==> src/pin_parity_regs.svh <==
// Purpose: Offsets, field positions and reset values for the pin parity block
// Assumes: AXI4-Lite register bus, 32-bit data, byte addresses
// Notes:   Definitions only
`ifndef PIN_PARITY_REGS_SVH
`define PIN_PARITY_REGS_SVH

`define OFF_CTRL        12'h000
`define OFF_STATUS      12'h004
`define OFF_ERRCNT      12'h008
`define OFF_TRAP        12'h00C

`define CTRL_CLR_BIT    0
`define CTRL_INJ_BIT    1
`define CTRL_RESET      32'h0000_0000

`define ST_INST_BIT     0
`define ST_LOAD_BIT     1
`define ST_FP_BIT       2
`define ST_CMP_BIT      3

`define TRAP_INST_PAR   8'h61
`define TRAP_LOAD_PAR   8'h63
`define TRAP_FP_DIS     8'h04

`define AXI_OKAY        2'b00
`define AXI_SLVERR      2'b10

`endif

==> src/pin_parity_pkg.sv <==
// Purpose: Types shared by the pin parity block
// Assumes: Nothing beyond the header
// Notes:   Bus groups travel as packed structs
package pin_parity_pkg;

	typedef struct packed {
		logic       double_transfer_flag;
		logic       atomic_load_store_flag;
		logic       lock;
		logic       rd;
		logic       we_n;
		logic       write_advance_flag;
	} mem_ctrl_t;

	typedef struct packed {
		logic [31:0] addr;
		logic [7:0]  address_space_identifier;
		logic [1:0]  size;
	} addr_bus_t;

	typedef struct packed {
		logic [1:0] fcc;
		logic       fccv;
		logic       fexc;
		logic       fhold;
		logic       fp;
	} fp_ctrl_t;

	typedef enum logic [1:0] {
		TRAP_NONE = 2'b00,
		TRAP_INST = 2'b01,
		TRAP_LOAD = 2'b10,
		TRAP_FPD  = 2'b11
	} trap_kind_t;

endpackage

==> src/pin_parity_and_lockstep_check.sv <==
// Purpose: Odd parity on pins plus master/checker compare, with AXI4-Lite
// Assumes: One clock, synchronous active-low reset, pin inputs synchronous
// Notes:   Pins are in/out/oe triples; the bench resolves the wires
`timescale 1ns/1ps
`include "pin_parity_regs.svh"

module pin_parity_and_lockstep_check #(
	parameter int ADDR_W = 12
) (
	input  wire logic                        aclk,
	input  wire logic                        aresetn,
	// AXI4-Lite slave
	input  wire logic [ADDR_W-1:0]           s_axi_awaddr,
	input  wire logic                        s_axi_awvalid,
	output logic                             s_axi_awready,
	input  wire logic [31:0]                 s_axi_wdata,
	input  wire logic [3:0]                  s_axi_wstrb,
	input  wire logic                        s_axi_wvalid,
	output logic                             s_axi_wready,
	output logic [1:0]                       s_axi_bresp,
	output logic                             s_axi_bvalid,
	input  wire logic                        s_axi_bready,
	input  wire logic [ADDR_W-1:0]           s_axi_araddr,
	input  wire logic                        s_axi_arvalid,
	output logic                             s_axi_arready,
	output logic [31:0]                      s_axi_rdata,
	output logic [1:0]                       s_axi_rresp,
	output logic                             s_axi_rvalid,
	input  wire logic                        s_axi_rready,
	// Core side
	input  wire pin_parity_pkg::mem_ctrl_t   core_mem_ctrl,
	input  wire pin_parity_pkg::addr_bus_t   core_addr,
	input  wire logic [31:0]                 core_store_data,
	input  wire logic                        core_store,
	input  wire logic                        core_inst_fetch,
	input  wire logic                        core_load,
	input  wire logic                        fp_conditional_branch,
	// Enables and modes
	input  wire logic                        control_output_enable_n,
	input  wire logic                        address_output_enable_n,
	input  wire logic                        data_output_enable_n,
	input  wire logic                        test_output_enable_n,
	input  wire logic                        std_fpu_mode_n,
	input  wire logic                        checker_mode_n,
	// Pins
	input  wire pin_parity_pkg::mem_ctrl_t   mem_ctrl_in,
	output pin_parity_pkg::mem_ctrl_t        mem_ctrl_out,
	output logic                             mem_ctrl_oe,
	output logic                             mem_ctrl_parity_out,
	output logic                             mem_ctrl_parity_oe,
	input  wire pin_parity_pkg::addr_bus_t   addr_in,
	output pin_parity_pkg::addr_bus_t        addr_out,
	output logic                             addr_oe,
	output logic                             address_parity_out,
	output logic                             space_size_parity_out,
	output logic                             addr_parity_oe,
	input  wire logic [31:0]                 data_in,
	output logic [31:0]                      data_out,
	output logic                             data_oe,
	input  wire logic                        data_parity_line_in,
	output logic                             data_parity_line_out,
	output logic                             data_parity_line_oe,
	input  wire pin_parity_pkg::fp_ctrl_t    fp_ctrl_in,
	input  wire logic                        fp_to_int_parity_in,
	// Results
	output logic                             hardware_error_n,
	output logic                             trap_req,
	output logic [7:0]                       trap_type,
	output logic                             trap_late,
	output logic                             compare_error_n,
	output logic                             compare_error_oe
);
	import pin_parity_pkg::*;

	// Register decode reads twelve address bits; narrower buses would
	// silently alias, so they are refused at elaboration
	if (ADDR_W < 12) begin : g_addr_chk
		$error("ADDR_W too small for the register map");
	end

	function automatic logic odd_par(input logic [63:0] v);
		odd_par = ~(^v);
	endfunction

	logic       checker_mode;
	logic       in_reset;
	logic       ctl_en, adr_en, dat_en, tst_en;
	logic       mpar_nxt, address_parity_out_nxt, spar_nxt, data_parity_line_nxt;
	logic       inst_err, load_err, fp_err;
	logic       mismatch;
	logic       inj_r;
	logic [3:0] status_r;
	logic [15:0] errcnt_r;
	trap_kind_t last_trap_r;

	assign checker_mode = ~checker_mode_n;
	assign in_reset = ~aresetn;
	assign ctl_en = ~checker_mode & (~control_output_enable_n |
		~test_output_enable_n);
	assign adr_en = ~checker_mode & (~address_output_enable_n |
		~test_output_enable_n);
	assign dat_en = ~checker_mode & core_store &
		(~data_output_enable_n | ~test_output_enable_n);
	assign tst_en = ~test_output_enable_n;

	assign mpar_nxt = odd_par({58'd0, core_mem_ctrl});
	assign address_parity_out_nxt = odd_par({32'd0, core_addr.addr});
	assign spar_nxt = odd_par({54'd0, core_addr.address_space_identifier,
		core_addr.size});
	assign data_parity_line_nxt = odd_par({32'd0, core_store_data}) ^ inj_r;

	// std FPU mode ignores the data parity pin
	assign inst_err = ~in_reset & std_fpu_mode_n & core_inst_fetch &
		(odd_par({32'd0, data_in}) != data_parity_line_in);
	assign load_err = ~in_reset & std_fpu_mode_n & core_load &
		(odd_par({32'd0, data_in}) != data_parity_line_in);
	// FP control parity only on FP branch
	assign fp_err = ~in_reset & std_fpu_mode_n & fp_conditional_branch &
		(odd_par({58'd0, fp_ctrl_in}) != fp_to_int_parity_in);
	// inbound memory-controller control lines feed only the compare, no parity checker
	// no coprocessor lines here at all

	// Pins show what was registered last cycle, so each group's compare
	// enable is registered alongside; comparing with the live core value
	// would flag every change of the core as a mismatch
	logic cmp_ctl_r, cmp_adr_r, cmp_dat_r;
	always_ff @(posedge aclk) begin
		if (!aresetn) begin
			cmp_ctl_r <= 1'b0;
			cmp_adr_r <= 1'b0;
			cmp_dat_r <= 1'b0;
		end else begin
			cmp_ctl_r <= ~control_output_enable_n | tst_en;
			cmp_adr_r <= ~address_output_enable_n | tst_en;
			cmp_dat_r <= core_store & (~data_output_enable_n | tst_en);
		end
	end

	// only buffers this unit would drive take part
	// also catches shorts on a lone master
	always_comb begin
		mismatch = 1'b0;
		if (aresetn) begin
			if (cmp_ctl_r)
				mismatch = mismatch | (mem_ctrl_in != mem_ctrl_out);
			if (cmp_adr_r)
				mismatch = mismatch | (addr_in != addr_out);
			if (cmp_dat_r)
				mismatch = mismatch | (data_in != data_out);
		end
	end

	// Pin drivers
	always_ff @(posedge aclk) begin
		if (!aresetn) begin
			mem_ctrl_out        <= '0;
			mem_ctrl_oe         <= 1'b0;
			mem_ctrl_parity_out <= 1'b0;
			mem_ctrl_parity_oe  <= 1'b0;
		end else begin
			mem_ctrl_out        <= core_mem_ctrl;
			mem_ctrl_oe         <= ctl_en;
			mem_ctrl_parity_out <= mpar_nxt;
			// parity enabled by control or test
			mem_ctrl_parity_oe  <= ctl_en;
		end
	end

	always_ff @(posedge aclk) begin
		if (!aresetn) begin
			addr_out              <= '0;
			addr_oe               <= 1'b0;
			address_parity_out    <= 1'b0;
			space_size_parity_out <= 1'b0;
			addr_parity_oe        <= 1'b0;
		end else begin
			addr_out              <= core_addr;
			addr_oe               <= adr_en;
			address_parity_out    <= address_parity_out_nxt;
			space_size_parity_out <= spar_nxt;
			// parity gated by address or test
			addr_parity_oe        <= adr_en;
		end
	end

	always_ff @(posedge aclk) begin
		if (!aresetn) begin
			data_out             <= '0;
			data_oe              <= 1'b0;
			data_parity_line_out <= 1'b0;
			data_parity_line_oe  <= 1'b0;
		end else begin
			data_out             <= core_store_data;
			data_oe              <= dat_en;
			data_parity_line_out <= data_parity_line_nxt;
			data_parity_line_oe  <= dat_en;
		end
	end

	// load error is late; fetch wins over load
	always_ff @(posedge aclk) begin
		if (!aresetn) begin
			trap_req         <= 1'b0;
			trap_type        <= 8'h00;
			trap_late        <= 1'b0;
			hardware_error_n <= 1'b1;
		end else begin
			trap_req         <= inst_err | load_err | fp_err;
			trap_late        <= ~inst_err & load_err;
			hardware_error_n <= ~(inst_err | load_err);
			if (inst_err)
				trap_type <= `TRAP_INST_PAR;
			else if (load_err)
				trap_type <= `TRAP_LOAD_PAR;
			else if (fp_err)
				trap_type <= `TRAP_FP_DIS;
			else
				trap_type <= 8'h00;
		end
	end

	always_ff @(posedge aclk) begin
		if (!aresetn) begin
			compare_error_n  <= 1'b1;
			compare_error_oe <= 1'b0;
		end else begin
			compare_error_n  <= ~mismatch;
			compare_error_oe <= tst_en;
		end
	end

	// Sticky status and counter; set wins over clear
	logic       wr_fire, clr_req;
	logic [3:0] ev;
	assign ev = {mismatch, fp_err, load_err, inst_err};
	always_ff @(posedge aclk) begin
		if (!aresetn) begin
			status_r    <= '0;
			errcnt_r    <= '0;
			last_trap_r <= TRAP_NONE;
		end else begin
			status_r <= (clr_req ? 4'h0 : status_r) | ev;
			if (clr_req)
				errcnt_r <= {15'd0, |ev[2:0]};
			else if ((|ev[2:0]) && errcnt_r != 16'hFFFF)
				errcnt_r <= errcnt_r + 16'd1;
			if (inst_err)
				last_trap_r <= TRAP_INST;
			else if (load_err)
				last_trap_r <= TRAP_LOAD;
			else if (fp_err)
				last_trap_r <= TRAP_FPD;
		end
	end

	// AXI4-Lite write: accept address and data in either order
	logic              aw_held, w_held;
	logic [ADDR_W-1:0] aw_r;
	logic [31:0]       wd_r;
	logic [3:0]        ws_r;
	assign wr_fire = aw_held & w_held & ~s_axi_bvalid;
	assign clr_req = wr_fire && aw_r[11:0] == `OFF_CTRL && ws_r[0] &&
		wd_r[`CTRL_CLR_BIT];

	always_ff @(posedge aclk) begin
		if (!aresetn) begin
			aw_held       <= 1'b0;
			w_held        <= 1'b0;
			aw_r          <= '0;
			wd_r          <= '0;
			ws_r          <= '0;
			s_axi_awready <= 1'b0;
			s_axi_wready  <= 1'b0;
			s_axi_bvalid  <= 1'b0;
			s_axi_bresp   <= `AXI_OKAY;
			inj_r         <= 1'b0;
		end else begin
			s_axi_awready <= ~aw_held & ~s_axi_awready & s_axi_awvalid;
			s_axi_wready  <= ~w_held & ~s_axi_wready & s_axi_wvalid;
			if (s_axi_awvalid & s_axi_awready) begin
				aw_held <= 1'b1;
				aw_r    <= s_axi_awaddr;
			end
			if (s_axi_wvalid & s_axi_wready) begin
				w_held <= 1'b1;
				wd_r   <= s_axi_wdata;
				ws_r   <= s_axi_wstrb;
			end
			if (wr_fire) begin
				aw_held      <= 1'b0;
				w_held       <= 1'b0;
				s_axi_bvalid <= 1'b1;
				if (aw_r[11:0] == `OFF_CTRL) begin
					s_axi_bresp <= `AXI_OKAY;
					if (ws_r[0])
						inj_r <= wd_r[`CTRL_INJ_BIT];
				end else begin
					s_axi_bresp <= `AXI_SLVERR;
				end
			end else if (s_axi_bvalid & s_axi_bready) begin
				s_axi_bvalid <= 1'b0;
			end
		end
	end

	// AXI4-Lite read
	always_ff @(posedge aclk) begin
		if (!aresetn) begin
			s_axi_arready <= 1'b0;
			s_axi_rvalid  <= 1'b0;
			s_axi_rdata   <= '0;
			s_axi_rresp   <= `AXI_OKAY;
		end else begin
			s_axi_arready <= ~s_axi_arready & ~s_axi_rvalid & s_axi_arvalid;
			if (s_axi_arvalid & s_axi_arready) begin
				s_axi_rvalid <= 1'b1;
				s_axi_rresp  <= `AXI_OKAY;
				unique case (s_axi_araddr[11:0])
				`OFF_CTRL:   s_axi_rdata <= {30'd0, inj_r, 1'b0};
				`OFF_STATUS: s_axi_rdata <= {28'd0, status_r};
				`OFF_ERRCNT: s_axi_rdata <= {16'd0, errcnt_r};
				`OFF_TRAP:   s_axi_rdata <= {28'd0, ~std_fpu_mode_n,
					checker_mode, last_trap_r};
				default: begin
					s_axi_rdata <= '0;
					s_axi_rresp <= `AXI_SLVERR;
				end
				endcase
			end else if (s_axi_rvalid & s_axi_rready) begin
				s_axi_rvalid <= 1'b0;
			end
		end
	end

endmodule

==> config.mk <==
export PLATFORM = sky130hd
export DESIGN_NAME = pin_parity_and_lockstep_check
export DESIGN_NICKNAME = d
export VERILOG_FILES = /design/src/pin_parity_pkg.sv /design/src/pin_parity_and_lockstep_check.sv
export VERILOG_INCLUDE_DIRS = /design/src
export SDC_FILE = /design/constraint.sdc
export NUM_CORES = 1
export LEC_CHECK = 0
export BUFFER_PORTS_ARGS = -buffer_cell sky130_fd_sc_hd__buf_2
export CORE_AREA = 2 2 151 153
export CTS_CLUSTER_SIZE = 16
export DETAILED_ROUTE_END_ITERATION = 8
export DIE_AREA = 0 0 153 155
export SLEW_MARGIN = 20
export SYNTH_ARGS = -nofsm -noshare
export SYNTH_HDL_FRONTEND = slang
export SYNTH_SLANG_ARGS = --single-unit
==> constraint.sdc <==
create_clock -name aclk -period 3.3 [get_ports aclk]
set_clock_uncertainty 0.15 [all_clocks]
set_input_delay 0.66 -clock aclk [delete_from_list [all_inputs] [get_ports aclk]]
set_output_delay 0.66 -clock aclk [all_outputs]
set_load 0.02 [all_outputs]
Yosys cells after proc, flatten, opt, wreduce, memory -nomap -nowiden
Cells that the tools add are included.

Register bits: 184. Latch bits: 0. RAM bits: 0. ROM bits: 0. Logic and storage cells: 161. Memories: 0.

Add/subtract/negate cells: 1. Multipliers: 0. Div/mod/pow operators: 0. Magnitude comparators: 0. Equal/unequal tests: 9. Shift-type cells: 0. Multiplexer cells: 22. Bitwise gates (word level): 58. Reduce and logical (&&, ||, !) cells: 24.

Operators by type and width (count): XOR reduction 64 bit (6); one-hot mux 16 bit (4 select lines) (1); != test 42 bit (1); != test 32 bit (1); AND 1 bit (26); equality test 12 x 4 -> 1 bit, second input constant (2); logical NOT 12 bit (2); NOT 1 bit (23); adder 16 x 1 -> 16 bit, second input constant (1); != test 16 bit, second input constant (1); 2-to-1 mux 7 bit (2); 2-to-1 mux 1 bit (13); equality test 12 x 3 -> 1 bit, second input constant (1); 2-to-1 mux 2 bit (4); nonzero test 2 bit (4); OR 1 bit (7); != test 6 bit (1); OR reduction 2 bit (3); OR reduction 3 bit (2); logical AND 1 bit (4); 2-to-1 mux 4 bit (1); OR 4 bit (1); OR reduction 4 bit (1); 2-to-1 mux 3 bit (1); other kinds (4) (5).

Longest topological paths before layout
Gate-level depths: netlist (run 1).

Depth after elaboration: 10. Depth in mapped cells: 9. Mapped depth without buffers: 9.

Least setup slack after synthesis (run 1)
No wires, ideal clock.

Kind: input to register. Start point: in data_in[16]. End point: reg errcnt_r[10]. Library setup time: 0.061 ns. Arrival: 2.734 ns. Path slack: 0.355 ns. Stages on the path: 9. Buffers on the path: 1. Path through: xnor2_1 -> xnor2_1 -> xnor3_1 -> or3_1 -> mux2i_4 -> o21ai_2 -> buf_6 -> or4_1 -> nand2_1.

Longest elaborated chain between the ends: 6.

RTL lines: start, declared (line pin_parity_and_lockstep_check.sv:57) `input wire logic [31:0] data_in,`; XOR reduction 64 bit (*) (line pin_parity_and_lockstep_check.sv:82) `odd_par = ~(^v);`; NOT 1 bit (*) (line pin_parity_and_lockstep_check.sv:82); != test 1 bit (*) (line pin_parity_and_lockstep_check.sv:114, pin_parity_and_lockstep_check.sv:116); AND 1 bit, on equally long branches (line pin_parity_and_lockstep_check.sv:113, pin_parity_and_lockstep_check.sv:115); OR reduction 3 bit (*) (line pin_parity_and_lockstep_check.sv:245) `else if ((|ev[2:0]) && errcnt_r != 16'hFFFF)`; logical AND 1 bit (*) (line pin_parity_and_lockstep_check.sv:245); end signal, assigned (line pin_parity_and_lockstep_check.sv:244) `errcnt_r <= {15'd0, |ev[2:0]};`; end signal, assigned (line pin_parity_and_lockstep_check.sv:246) `errcnt_r <= errcnt_r + 16'd1;`; end, declared (line pin_parity_and_lockstep_check.sv:93) `logic [15:0] errcnt_r;`.

Mark *: on every way between the ends. The rest lies on a longest branch, timed or not. A chain may end at the register's enable or synchronous reset.

Final worst setup path (run 1)
Start point: in data_in[26]. End point: reg errcnt_r[10].

The elaborated chain is that of the path after synthesis.

==> reports/metrics.yaml, run 1 <==
hold_path.class: "input pin to flop"
synth_edf_count: 0
cts.repair.resized: 0
core_area_um2: 22200
clock_latency_ns: 0.41
power_density_nw_per_um2: 551
cts_buffers: 17
overall_power_mw: 5.37
postCtsSetupBuffers: 0
detail_route.iter0.violations: 310
buffers_and_inverters_on_the_worst_path: 1
synth_top_flop_cell: "sky130_fd_sc_hd__dfxtp_1"
critical_path.max_stage_delay_ns: 0.52
clk_transition_reported_paths_ns: 0.06
grt_max_degree: 84
groute.usage.overall_pct: 18.7
grt_first_pass_wirelength_um: 34100
clk_root_buffer_cell: "sky130_fd_sc_hd__clkbuf_16"
max_freq_ghz: 0.339
detail_route.first_pass.iterations: 4
placement.io_buffers: 334
irDropWorstVdd_mv: 0.281
drt-total-wl_um: 22700
route.detailed.wl_per_inst_um: 16.3
status: "complete, no violations"
number_of_antenna_violations_at_the_first_check_in_global_routing: 9
fin_worst_hold_slack_ns: 0.283
dieArea_um2: 23700
cts.sink_count: 161
rsz0062_at_grt: "no"
nets: 1336
detailroute.wirelength.met3_um: 1480
worst_ep_required_time_ns: 3.51
viasPerCell: 4.52
postCtsHoldBufs: 0
htree_levels: 4
synth_top_area_share_pct: 44.5
fill_cells: 2233
gate_count_after_technology_mapping: 755
synth.yosys.seq_area_share_pct: 44.5
flow.area_growth_from_synthesis_pct: 34.5
largest_area_contributor_in_the_netlist: "sky130_fd_sc_hd__dfxtp_1"
dieWidth_um: 153
slew_margin_rel_pct: 51.4
grt_pass1_vias: 6049
worst_setup_path_end_kind: "flop"
fp-row-count: 55
timing_max_transition_violations_final: 0
tritoncts: "done"
route.top_layer_used: "met5"
place.detailed.instances: 1356
area_of_the_mapped_netlist_um2: 7250
netlist_top_cells_area: "sky130_fd_sc_hd__dfxtp_1, sky130_fd_sc_hd__xnor2_1, sky130_fd_sc_hd__and2_1"
timing_hold_violations_final: 0
crit_path_max_fanout: 13
routed-wl-met2_um: 11600
max-clock-path-buffers: 2
final_cell_count_without_fillers: 1392
number_of_max_cap_violations: 0
drtAntennaViolNets: 0
post-route-period-util_pct: 89.5
syn_avg_cell_area_um2: 9.60
timing.final.setup_violations: 0
routabilityCongestion: 0.867
worst_max_slew_pin_slew_ns: 0.729
gr-total-overflow: 0
crit_path_cell_trace: "buf_2, xnor2_1, xnor2_1, xnor3_1, or3_1, mux2i_4, o21ai_2, or4_1, nand2_1"
drcViolationCount: 0
min_period_ns: 2.95
final_layout_size_suffix_gt1_share_pct: 35.1
crit_slowest_cell: "sky130_fd_sc_hd__xnor3_1"
async_flop_share_pct: 0
synth_seq_cells: 161
worst_path_most_repeated_cell: "sky130_fd_sc_hd__xnor2_1"
synthesis.yosys.warnings: 0
die-height_um: 155
worst_setup_path_start_kind: "input pin"
floorplan.initialDensity_pct: 32.6
pin_count: 389
worst_ep_arrival_time_ns: 3.16
place.detailed.hpwl_um: 18700
vias: 6296
wl_met1_um: 9340
critical-path-top-delay-family: "simple AND/OR/NAND/NOR gates"
total_leakage_power_nw: 4.41
worstSetupPathType: "input pin to flop"
netlist-cell-type-count: 51
routing by layer:
metal,vias up,global-route usage [%]
met5,-,0
met2,216,33.5
li1,3135,-
met1,2910,21.8
met4,10,4.94
met3,25,5.71
synth_stat cells (2+ instances only):
cell / count
sky130_fd_sc_hd__inv_1: 12
sky130_fd_sc_hd__nand2_1: 53
sky130_fd_sc_hd__xnor2_1: 134
sky130_fd_sc_hd__nor3_1: 7
sky130_fd_sc_hd__buf_1: 3
sky130_fd_sc_hd__nand2b_1: 3
sky130_fd_sc_hd__and3_1: 5
sky130_fd_sc_hd__nor4b_1: 3
sky130_fd_sc_hd__or4_1: 5
sky130_fd_sc_hd__xor2_1: 58
sky130_fd_sc_hd__a31oi_1: 2
sky130_fd_sc_hd__or3_1: 6
sky130_fd_sc_hd__dfxtp_1: 161
sky130_fd_sc_hd__nand4_1: 12
sky130_fd_sc_hd__o211ai_1: 7
sky130_fd_sc_hd__o21ai_0: 10
sky130_fd_sc_hd__a22oi_1: 15
sky130_fd_sc_hd__clkbuf_1: 18
sky130_fd_sc_hd__and2_1: 84
sky130_fd_sc_hd__mux2i_1: 4
sky130_fd_sc_hd__a211oi_1: 2
sky130_fd_sc_hd__a21oi_1: 34
sky130_fd_sc_hd__nor3b_1: 2
sky130_fd_sc_hd__nand3_1: 15
sky130_fd_sc_hd__nor2_1: 34
sky130_fd_sc_hd__nor4_1: 16
sky130_fd_sc_hd__buf_4: 26
stage by stage:
stage	setup TNS, ns	worst slack (ns)	utilization (%)	instance area [µm²]
6_report	0	0.348	43.9	9750
5_1_grt	0	0.191	43.8	9740
4_1_cts	0	0.339	43.8	9740
3_5_place_dp	-0.561	-0.0968	41.1	9140
3_3_place_gp	-0.132	-0.0384	41.1	9140
2_1_floorplan	0	0.355	-	7320
path summary, 6_finish.rpt:
kind | startpoint | endpoint | depth (start not counted) | slack [ns]
worst max-delay path | data_in[26] | errcnt_r[10] | 9 | 0.35
worst min-delay path | data_output_enable_n | cmp_dat_r | 2 | 0.28
worst max register to register | aw_held | errcnt_r[10] | 7 | 0.93
worst min register to register | aw_held | s_axi_awready | 1 | 0.30
cell usage in the layout, fill, tap and decap left out, drive strengths merged, types with 2 or more instances in the layout:
cell | synthesis | routed
a211oi | 2 | 2
a21oi | 34 | 34
a22oi | 15 | 15
a31oi | 2 | 2
and2 | 85 | 85
and3 | 6 | 6
buf | 30 | 344
bufinv | 0 | 2
clkbuf | 18 | 19
clkinv | 0 | 6
clkinvlp | 0 | 2
conb | 1 | 21
dfxtp | 161 | 161
diode | 0 | 4
inv | 12 | 15
mux2i | 5 | 5
nand2 | 53 | 53
nand2b | 3 | 3
nand3 | 15 | 15
nand4 | 12 | 12
nor2 | 34 | 34
nor3 | 7 | 7
nor3b | 2 | 2
nor4 | 16 | 16
nor4b | 3 | 3
o211ai | 7 | 7
o21ai | 11 | 11
or3 | 6 | 6
or4 | 5 | 5
xnor2 | 134 | 134
xnor3 | 2 | 2
xor2 | 58 | 58
area by class of cell:
cell class	count	area [µm²]	share of cell area (%)
multi-input cells	554	3770	38.7
flip-flops and latches	161	3220	33.1
repair buffers	344	1750	17.9
clock buffers	19	443	4.54
well taps	285	357	3.66
clock inverters	13	153	1.57
inverters	12	45.0	0.462
diodes	4	10.0	0.103
state kept, by name, summed over array words and instances (netlist names), 2 cells and up:
signal and flops:
errcnt_r 16, status_r 4, addr_out 42, trap_type 3
mem_ctrl_out 6, data_out 32, wd_r 2, aw_r 12
s_axi_rdata 16, last_trap_r 2
cell families after synthesis:
logic type                 share of synthesized area (%)
and+or+nand+nor                                     18.9
xor gates and xnor gates                            23.8
DFF                                                 44.5
AOI/OAI and AO/OA                                   6.73
buffers and inverters                               4.56
muxes                                               1.33
adders and majority gates                          0.173
other                                             0.0517
power breakdown:
part | internal [mW] | switching, mW | total, mW
clock network | 1.15 | 0.841 | 1.99
registers | 2.07 | 0.0769 | 2.15
logic | 0.566 | 0.665 | 1.23
total | 3.79 | 1.58 | 5.37
No activity file was read; power rests on OpenSTA's default activity.
==> run 2, diff against run 1 <==
Settings changed: BUFFER_PORTS_ARGS -buffer_cell sky130_fd_sc_hd__buf_2 to -buffer_cell sky130_fd_sc_hd__clkbuf_2.
==> run 2 against run 1 <==
Register-to-register slack gained 0.20 ns. Global-route usage rose by 0.29 points. Critical path depth stayed put. Via count is 0.41% lower. Critical endpoint is now errcnt_r[3]. Highest routed layer unchanged.
==> reports/metrics.yaml, run 2 (same netlist as run 1, synthesis figures left out) <==
status: "complete, no violations"
worst_ep_arrival_time_ns: 3.10
drtAntennaViolNets: 0
pin_count: 389
largest_reg_flops: 42
tritoncts: "done"
clk_transition_reported_paths_ns: 0.06
cts_buffers: 17
irDropWorstVdd_mv: 0.289
fin_setup_tns_ns: 0
clock_latency_ns: 0.42
route.detailed.wl_per_inst_um: 16.6
critical-path-top-delay-family: "simple AND/OR/NAND/NOR gates"
grt_pass1_vias: 6275
worst_max_slew_pin_slew_ns: 0.530
place_ws_ns: -0.0173
floorplan.initialDensity_pct: 32.6
worst_setup_path_end_kind: "flop"
timing.final.setup_violations: 0
number_of_antenna_violations_at_the_first_check_in_global_routing: 6
min_period_ns: 2.89
number_of_max_cap_violations: 0
total_leakage_power_nw: 4.37
gr-total-overflow: 0
htree_levels: 4
final_critical_path_setup_slack_ns: 0.412
worst_setup_path_start_kind: "input pin"
timing_hold_violations_final: 0
drcViolationCount: 0
placement.io_buffers: 334
power_density_nw_per_um2: 537
dieArea_um2: 23700
worst_path_most_repeated_cell: "sky130_fd_sc_hd__xnor2_1"
detailroute.wirelength.met3_um: 1570
postCtsHoldBufs: 0
groute.usage.overall_pct: 19.0
mostFrequentLayoutCell: "sky130_fd_sc_hd__clkbuf_2"
final_cell_count_without_fillers: 1394
grt_first_pass_wirelength_um: 34500
place.detailed.instances: 1359
final_layout_size_suffix_gt1_share_pct: 35.2
slew_margin_rel_pct: 64.6
max-clock-path-buffers: 2
routed-wl-met2_um: 11700
top_register: "addr_out"
final_cell_mix: "sky130_fd_sc_hd__clkbuf_2, sky130_fd_sc_hd__dfxtp_1, sky130_fd_sc_hd__xnor2_1"
cts.sink_count: 161
postCtsSetupBuffers: 0
viasPerCell: 4.50
fin_worst_hold_slack_ns: 0.286
top_regs: "addr_out: 42 flops, data_out: 32 flops"
dieWidth_um: 153
worstSetupPathType: "input pin to flop"
rsz0062_at_grt: "no"
vias: 6270
routabilityCongestion: 0.865
fp-row-count: 55
cts.repair.resized: 0
worst_ep_required_time_ns: 3.51
crit_slowest_cell: "sky130_fd_sc_hd__or4_1"
crit_path_cell_trace: "clkbuf_2, xnor2_1, xnor2_1, xnor3_1, or3_1, mux2i_4, o21ai_2, or4_1, nand2_1"
grt_max_degree: 49
nets: 1339
wl_met1_um: 9460
crit_path_max_fanout: 11
timing_max_transition_violations_final: 0
route.top_layer_used: "met5"
clk_root_buffer_cell: "sky130_fd_sc_hd__clkbuf_16"
place.detailed.hpwl_um: 19000
buffers_and_inverters_on_the_worst_path: 1
detail_route.iter0.violations: 217
critical_path.max_stage_delay_ns: 0.51
detail_route.first_pass.iterations: 4
core_area_um2: 22200
die-height_um: 155
hold_path.class: "input pin to flop"
flow.area_growth_from_synthesis_pct: 34.0
drt-total-wl_um: 23100
max_freq_ghz: 0.346
fill_cells: 2220
post-route-period-util_pct: 87.5
[run 2: cell count changes in the layout (fill, tap and decap cells not counted), sizes merged]
cell / change
clkinvlp: +4
buf: -331
inv: -1
clkinv: -3
diode: -1
clkbuf: +336
bufinv: -2
[run 2: per-layer routing]
layer / global-route usage [%] / up-vias
met5: 0 / -
met4: 5.95 / 4
met3: 5.43 / 22
met2: 34.3 / 200
met1: 21.8 / 2903
li1: - / 3141
[run 2: worst paths after layout]
check,startpoint,end,slack (ns),depth (start not counted)
max reg2reg,errcnt_r[0],errcnt_r[1],1.13,8
min reg2reg,aw_r[11],aw_r[11],0.31,2
min,data_output_enable_n,cmp_dat_r,0.29,2
max,data_in[26],errcnt_r[3],0.41,9
[run 2: report_power, final]
group | leakage (nW) | switching, mW | total (mW) | internal [mW]
logic | 2.80 | 0.659 | 1.23 | 0.570
clock network | 0.248 | 0.829 | 1.84 | 1.01
registers | 1.33 | 0.0814 | 2.15 | 2.07
[run 2: final cells by class]
| type | count | area, µm² | area share (%) |
|---|---|---|---|
| clock inverters | 11 | 81.3 | 0.837 |
| repair buffers | 347 | 1770 | 18.2 |
| multi-input cells | 554 | 3770 | 38.8 |
| clock buffers | 21 | 460 | 4.74 |
| diodes | 3 | 7.51 | 0.0773 |
| well taps | 285 | 357 | 3.67 |
| inverters | 12 | 45.0 | 0.464 |
| flip-flops and latches | 161 | 3220 | 33.2 |
[run 2: metrics by stage]
stage	util [%]	instance area (µm²)	total power, mW
2_1_floorplan	-	7320	3.01
3_3_place_gp	41.2	9170	3.43
3_5_place_dp	41.2	9170	3.44
4_1_cts	43.7	9710	5.29
5_1_grt	43.7	9710	5.50
6_report	43.7	9710	5.22
==> run 3, diff against run 2 <==
Settings changed: CTS_BUF_LIST set to sky130_fd_sc_hd__clkbuf_16.
==> run 3 against run 2 <==
Count of clock-buffer cells in the layout is 4 lower. Flip-flop and latch count stayed put. Global-route usage unchanged. Total power down 1.1%. Routed wire length barely moved. Die area is the same. Critical path depth is the same. Register-to-register slack is essentially flat. Highest routed layer unchanged. Utilization is 0.090 points lower. Sequential share of layout area rose by 0.069 points. Combinational power hardly changed. Largest cell class unchanged. Via count unchanged.
==> reports/metrics.yaml, run 3 (same netlist as run 1, synthesis figures left out) <==
clock_latency_ns: 0.42
mostFrequentLayoutCell: "sky130_fd_sc_hd__clkbuf_2"
worstRegToRegCells: 8
die-height_um: 155
layout.area.seq_um2: 3220
worst_ep_required_time_ns: 3.51
fp-row-count: 55
path_depth: 9
final_cell_mix: "sky130_fd_sc_hd__clkbuf_2, sky130_fd_sc_hd__dfxtp_1, sky130_fd_sc_hd__xnor2_1"
largest_reg_flops: 42
drcViolationCount: 0
grt_pass1_vias: 6275
multi_input_comb_area_um2: 3770
power_density_nw_per_um2: 533
critical-path-top-delay-family: "simple AND/OR/NAND/NOR gates"
postCtsSetupBuffers: 0
final_cell_count_without_fillers: 1394
critical_path.max_stage_delay_ns: 0.51
routabilityCongestion: 0.865
worst_setup_path_start_kind: "input pin"
dieArea_um2: 23700
min_period_ns: 2.89
internal-power_mw: 3.60
place.detailed.instances: 1359
cts.sink_count: 161
utilization_pct: 43.6
timing_max_transition_violations_final: 0
viasPerCell: 4.50
top_regs: "addr_out: 42 flops, data_out: 32 flops"
gr-total-overflow: 0
clk_transition_reported_paths_ns: 0.06
max-clock-path-buffers: 2
drt-total-wl_um: 23100
dieWidth_um: 153
clk_root_buffer_cell: "sky130_fd_sc_hd__clkbuf_16"
floorplan.initialDensity_pct: 32.6
grt_first_pass_wirelength_um: 34500
post-route-period-util_pct: 87.5
total_leakage_power_nw: 4.37
number_of_antenna_violations_at_the_first_check_in_global_routing: 6
cts.repair.resized: 0
max_freq_ghz: 0.346
worst_hold_path.num_cells: 2
worst_setup_path_end_kind: "flop"
postCtsHoldBufs: 0
power_switching_share_pct: 30.4
worstSetupPathType: "input pin to flop"
fill_cells: 2224
rsz0062_at_grt: "no"
tritoncts: "done"
detail_route.iter0.violations: 222
vias: 6270
hold_path.class: "input pin to flop"
grt_max_degree: 49
timing_hold_violations_final: 0
timing.final.setup_violations: 0
switching_power_mw: 1.57
nets: 1339
p_seq_share_pct: 41.7
placement.io_buffers: 334
core_area_um2: 22200
final_layout_size_suffix_gt1_share_pct: 35.0
worst_path_most_repeated_cell: "sky130_fd_sc_hd__xnor2_1"
pin_count: 389
groute.usage.overall_pct: 19.0
share_clk_of_total_power_pct: 34.5
top_register: "addr_out"
crit_path_max_fanout: 11
cts_buffers: 17
crit_path_cell_trace: "clkbuf_2, xnor2_1, xnor2_1, xnor3_1, or3_1, mux2i_4, o21ai_2, or4_1, nand2_1"
buffers_and_inverters_on_the_worst_path: 1
worst_max_slew_pin_slew_ns: 0.530
status: "complete, no violations"
route.detailed.wl_per_inst_um: 16.6
flow.area_growth_from_synthesis_pct: 33.7
crit_slowest_cell: "sky130_fd_sc_hd__or4_1"
irDropWorstVdd_mv: 0.288
pwr-share-comb_pct: 23.8
drtAntennaViolNets: 0
place.detailed.hpwl_um: 19000
number_of_max_cap_violations: 0
htree_levels: 4
detail_route.first_pass.iterations: 4
slew_margin_rel_pct: 64.6
worst_ep_arrival_time_ns: 3.10
[run 3: cell types whose count changed in the layout (fill, tap and decap cells not counted), sizes merged]
cell | previous run | this run
clkbuf | 355 | 351
inv | 14 | 16
clkinv | 3 | 5
[run 3: power by group through the flow]
stage	Combinational, mW	Sequential [mW]	Clock (mW)
after floorplan	0.714	2.29	0
after global placement	1.23	2.20	0
after detailed placement	1.24	2.20	0
after CTS	1.25	2.15	1.83
after global routing	1.35	2.17	1.92
final	1.23	2.15	1.78
[run 3: worst reg2reg max path: cells and delay by family (launching register included)]
family	cells	cell delay, ns
AND/OR/NAND/NOR	4	0.62
flip-flops	1	0.44
adder cells (fa/ha/maj)	1	0.23
AO/OA/AOI/OAI	1	0.23
buffers and inverters	1	0.20
multiplexers	1	0.18
[run 3: through the flow]
step	hold slack (ns)	instance area [µm²]	power (mW)	TNS, ns	worst slack [ns]
2_1_floorplan	0.250	7320	3.01	0	0.355
3_3_place_gp	0.285	9170	3.43	0	0.0119
3_5_place_dp	0.297	9170	3.44	-0.0440	-0.0173
4_1_cts	0.263	9690	5.24	0	0.409
5_1_grt	0.281	9690	5.44	0	0.273
6_report	0.292	9690	5.16	0	0.412
[run 3: per-layer routing]
layer / track usage [%] / up-vias / share of wire (%)
met4: 5.95 / 4 / 1.2
met3: 5.43 / 19 / 6.5
met5: 0 / - / 0.14
met1: 21.8 / 2907 / 41
li1: - / 3142 / -
met2: 34.3 / 198 / 51
[run 3: path summary, 6_finish.rpt]
kind                         from           to  slack [ns]
max                   data_in[26]  errcnt_r[3]        0.41
min          data_output_enable_n    cmp_dat_r        0.29
max reg2reg           errcnt_r[0]  errcnt_r[1]        1.13
min reg2reg              aw_r[11]     aw_r[11]        0.30
[run 3: cell type report]
cell class                      instances  area share (%)
Clock buffer                           17            4.39
Inverter                               12           0.465
Sequential cell                       161            33.2
Multi-Input combinational cell        554            38.9
Clock inverter                         15           0.994
Timing Repair Buffer                  347            18.2
Antenna cell                            3          0.0774
Tap cell                              285            3.68
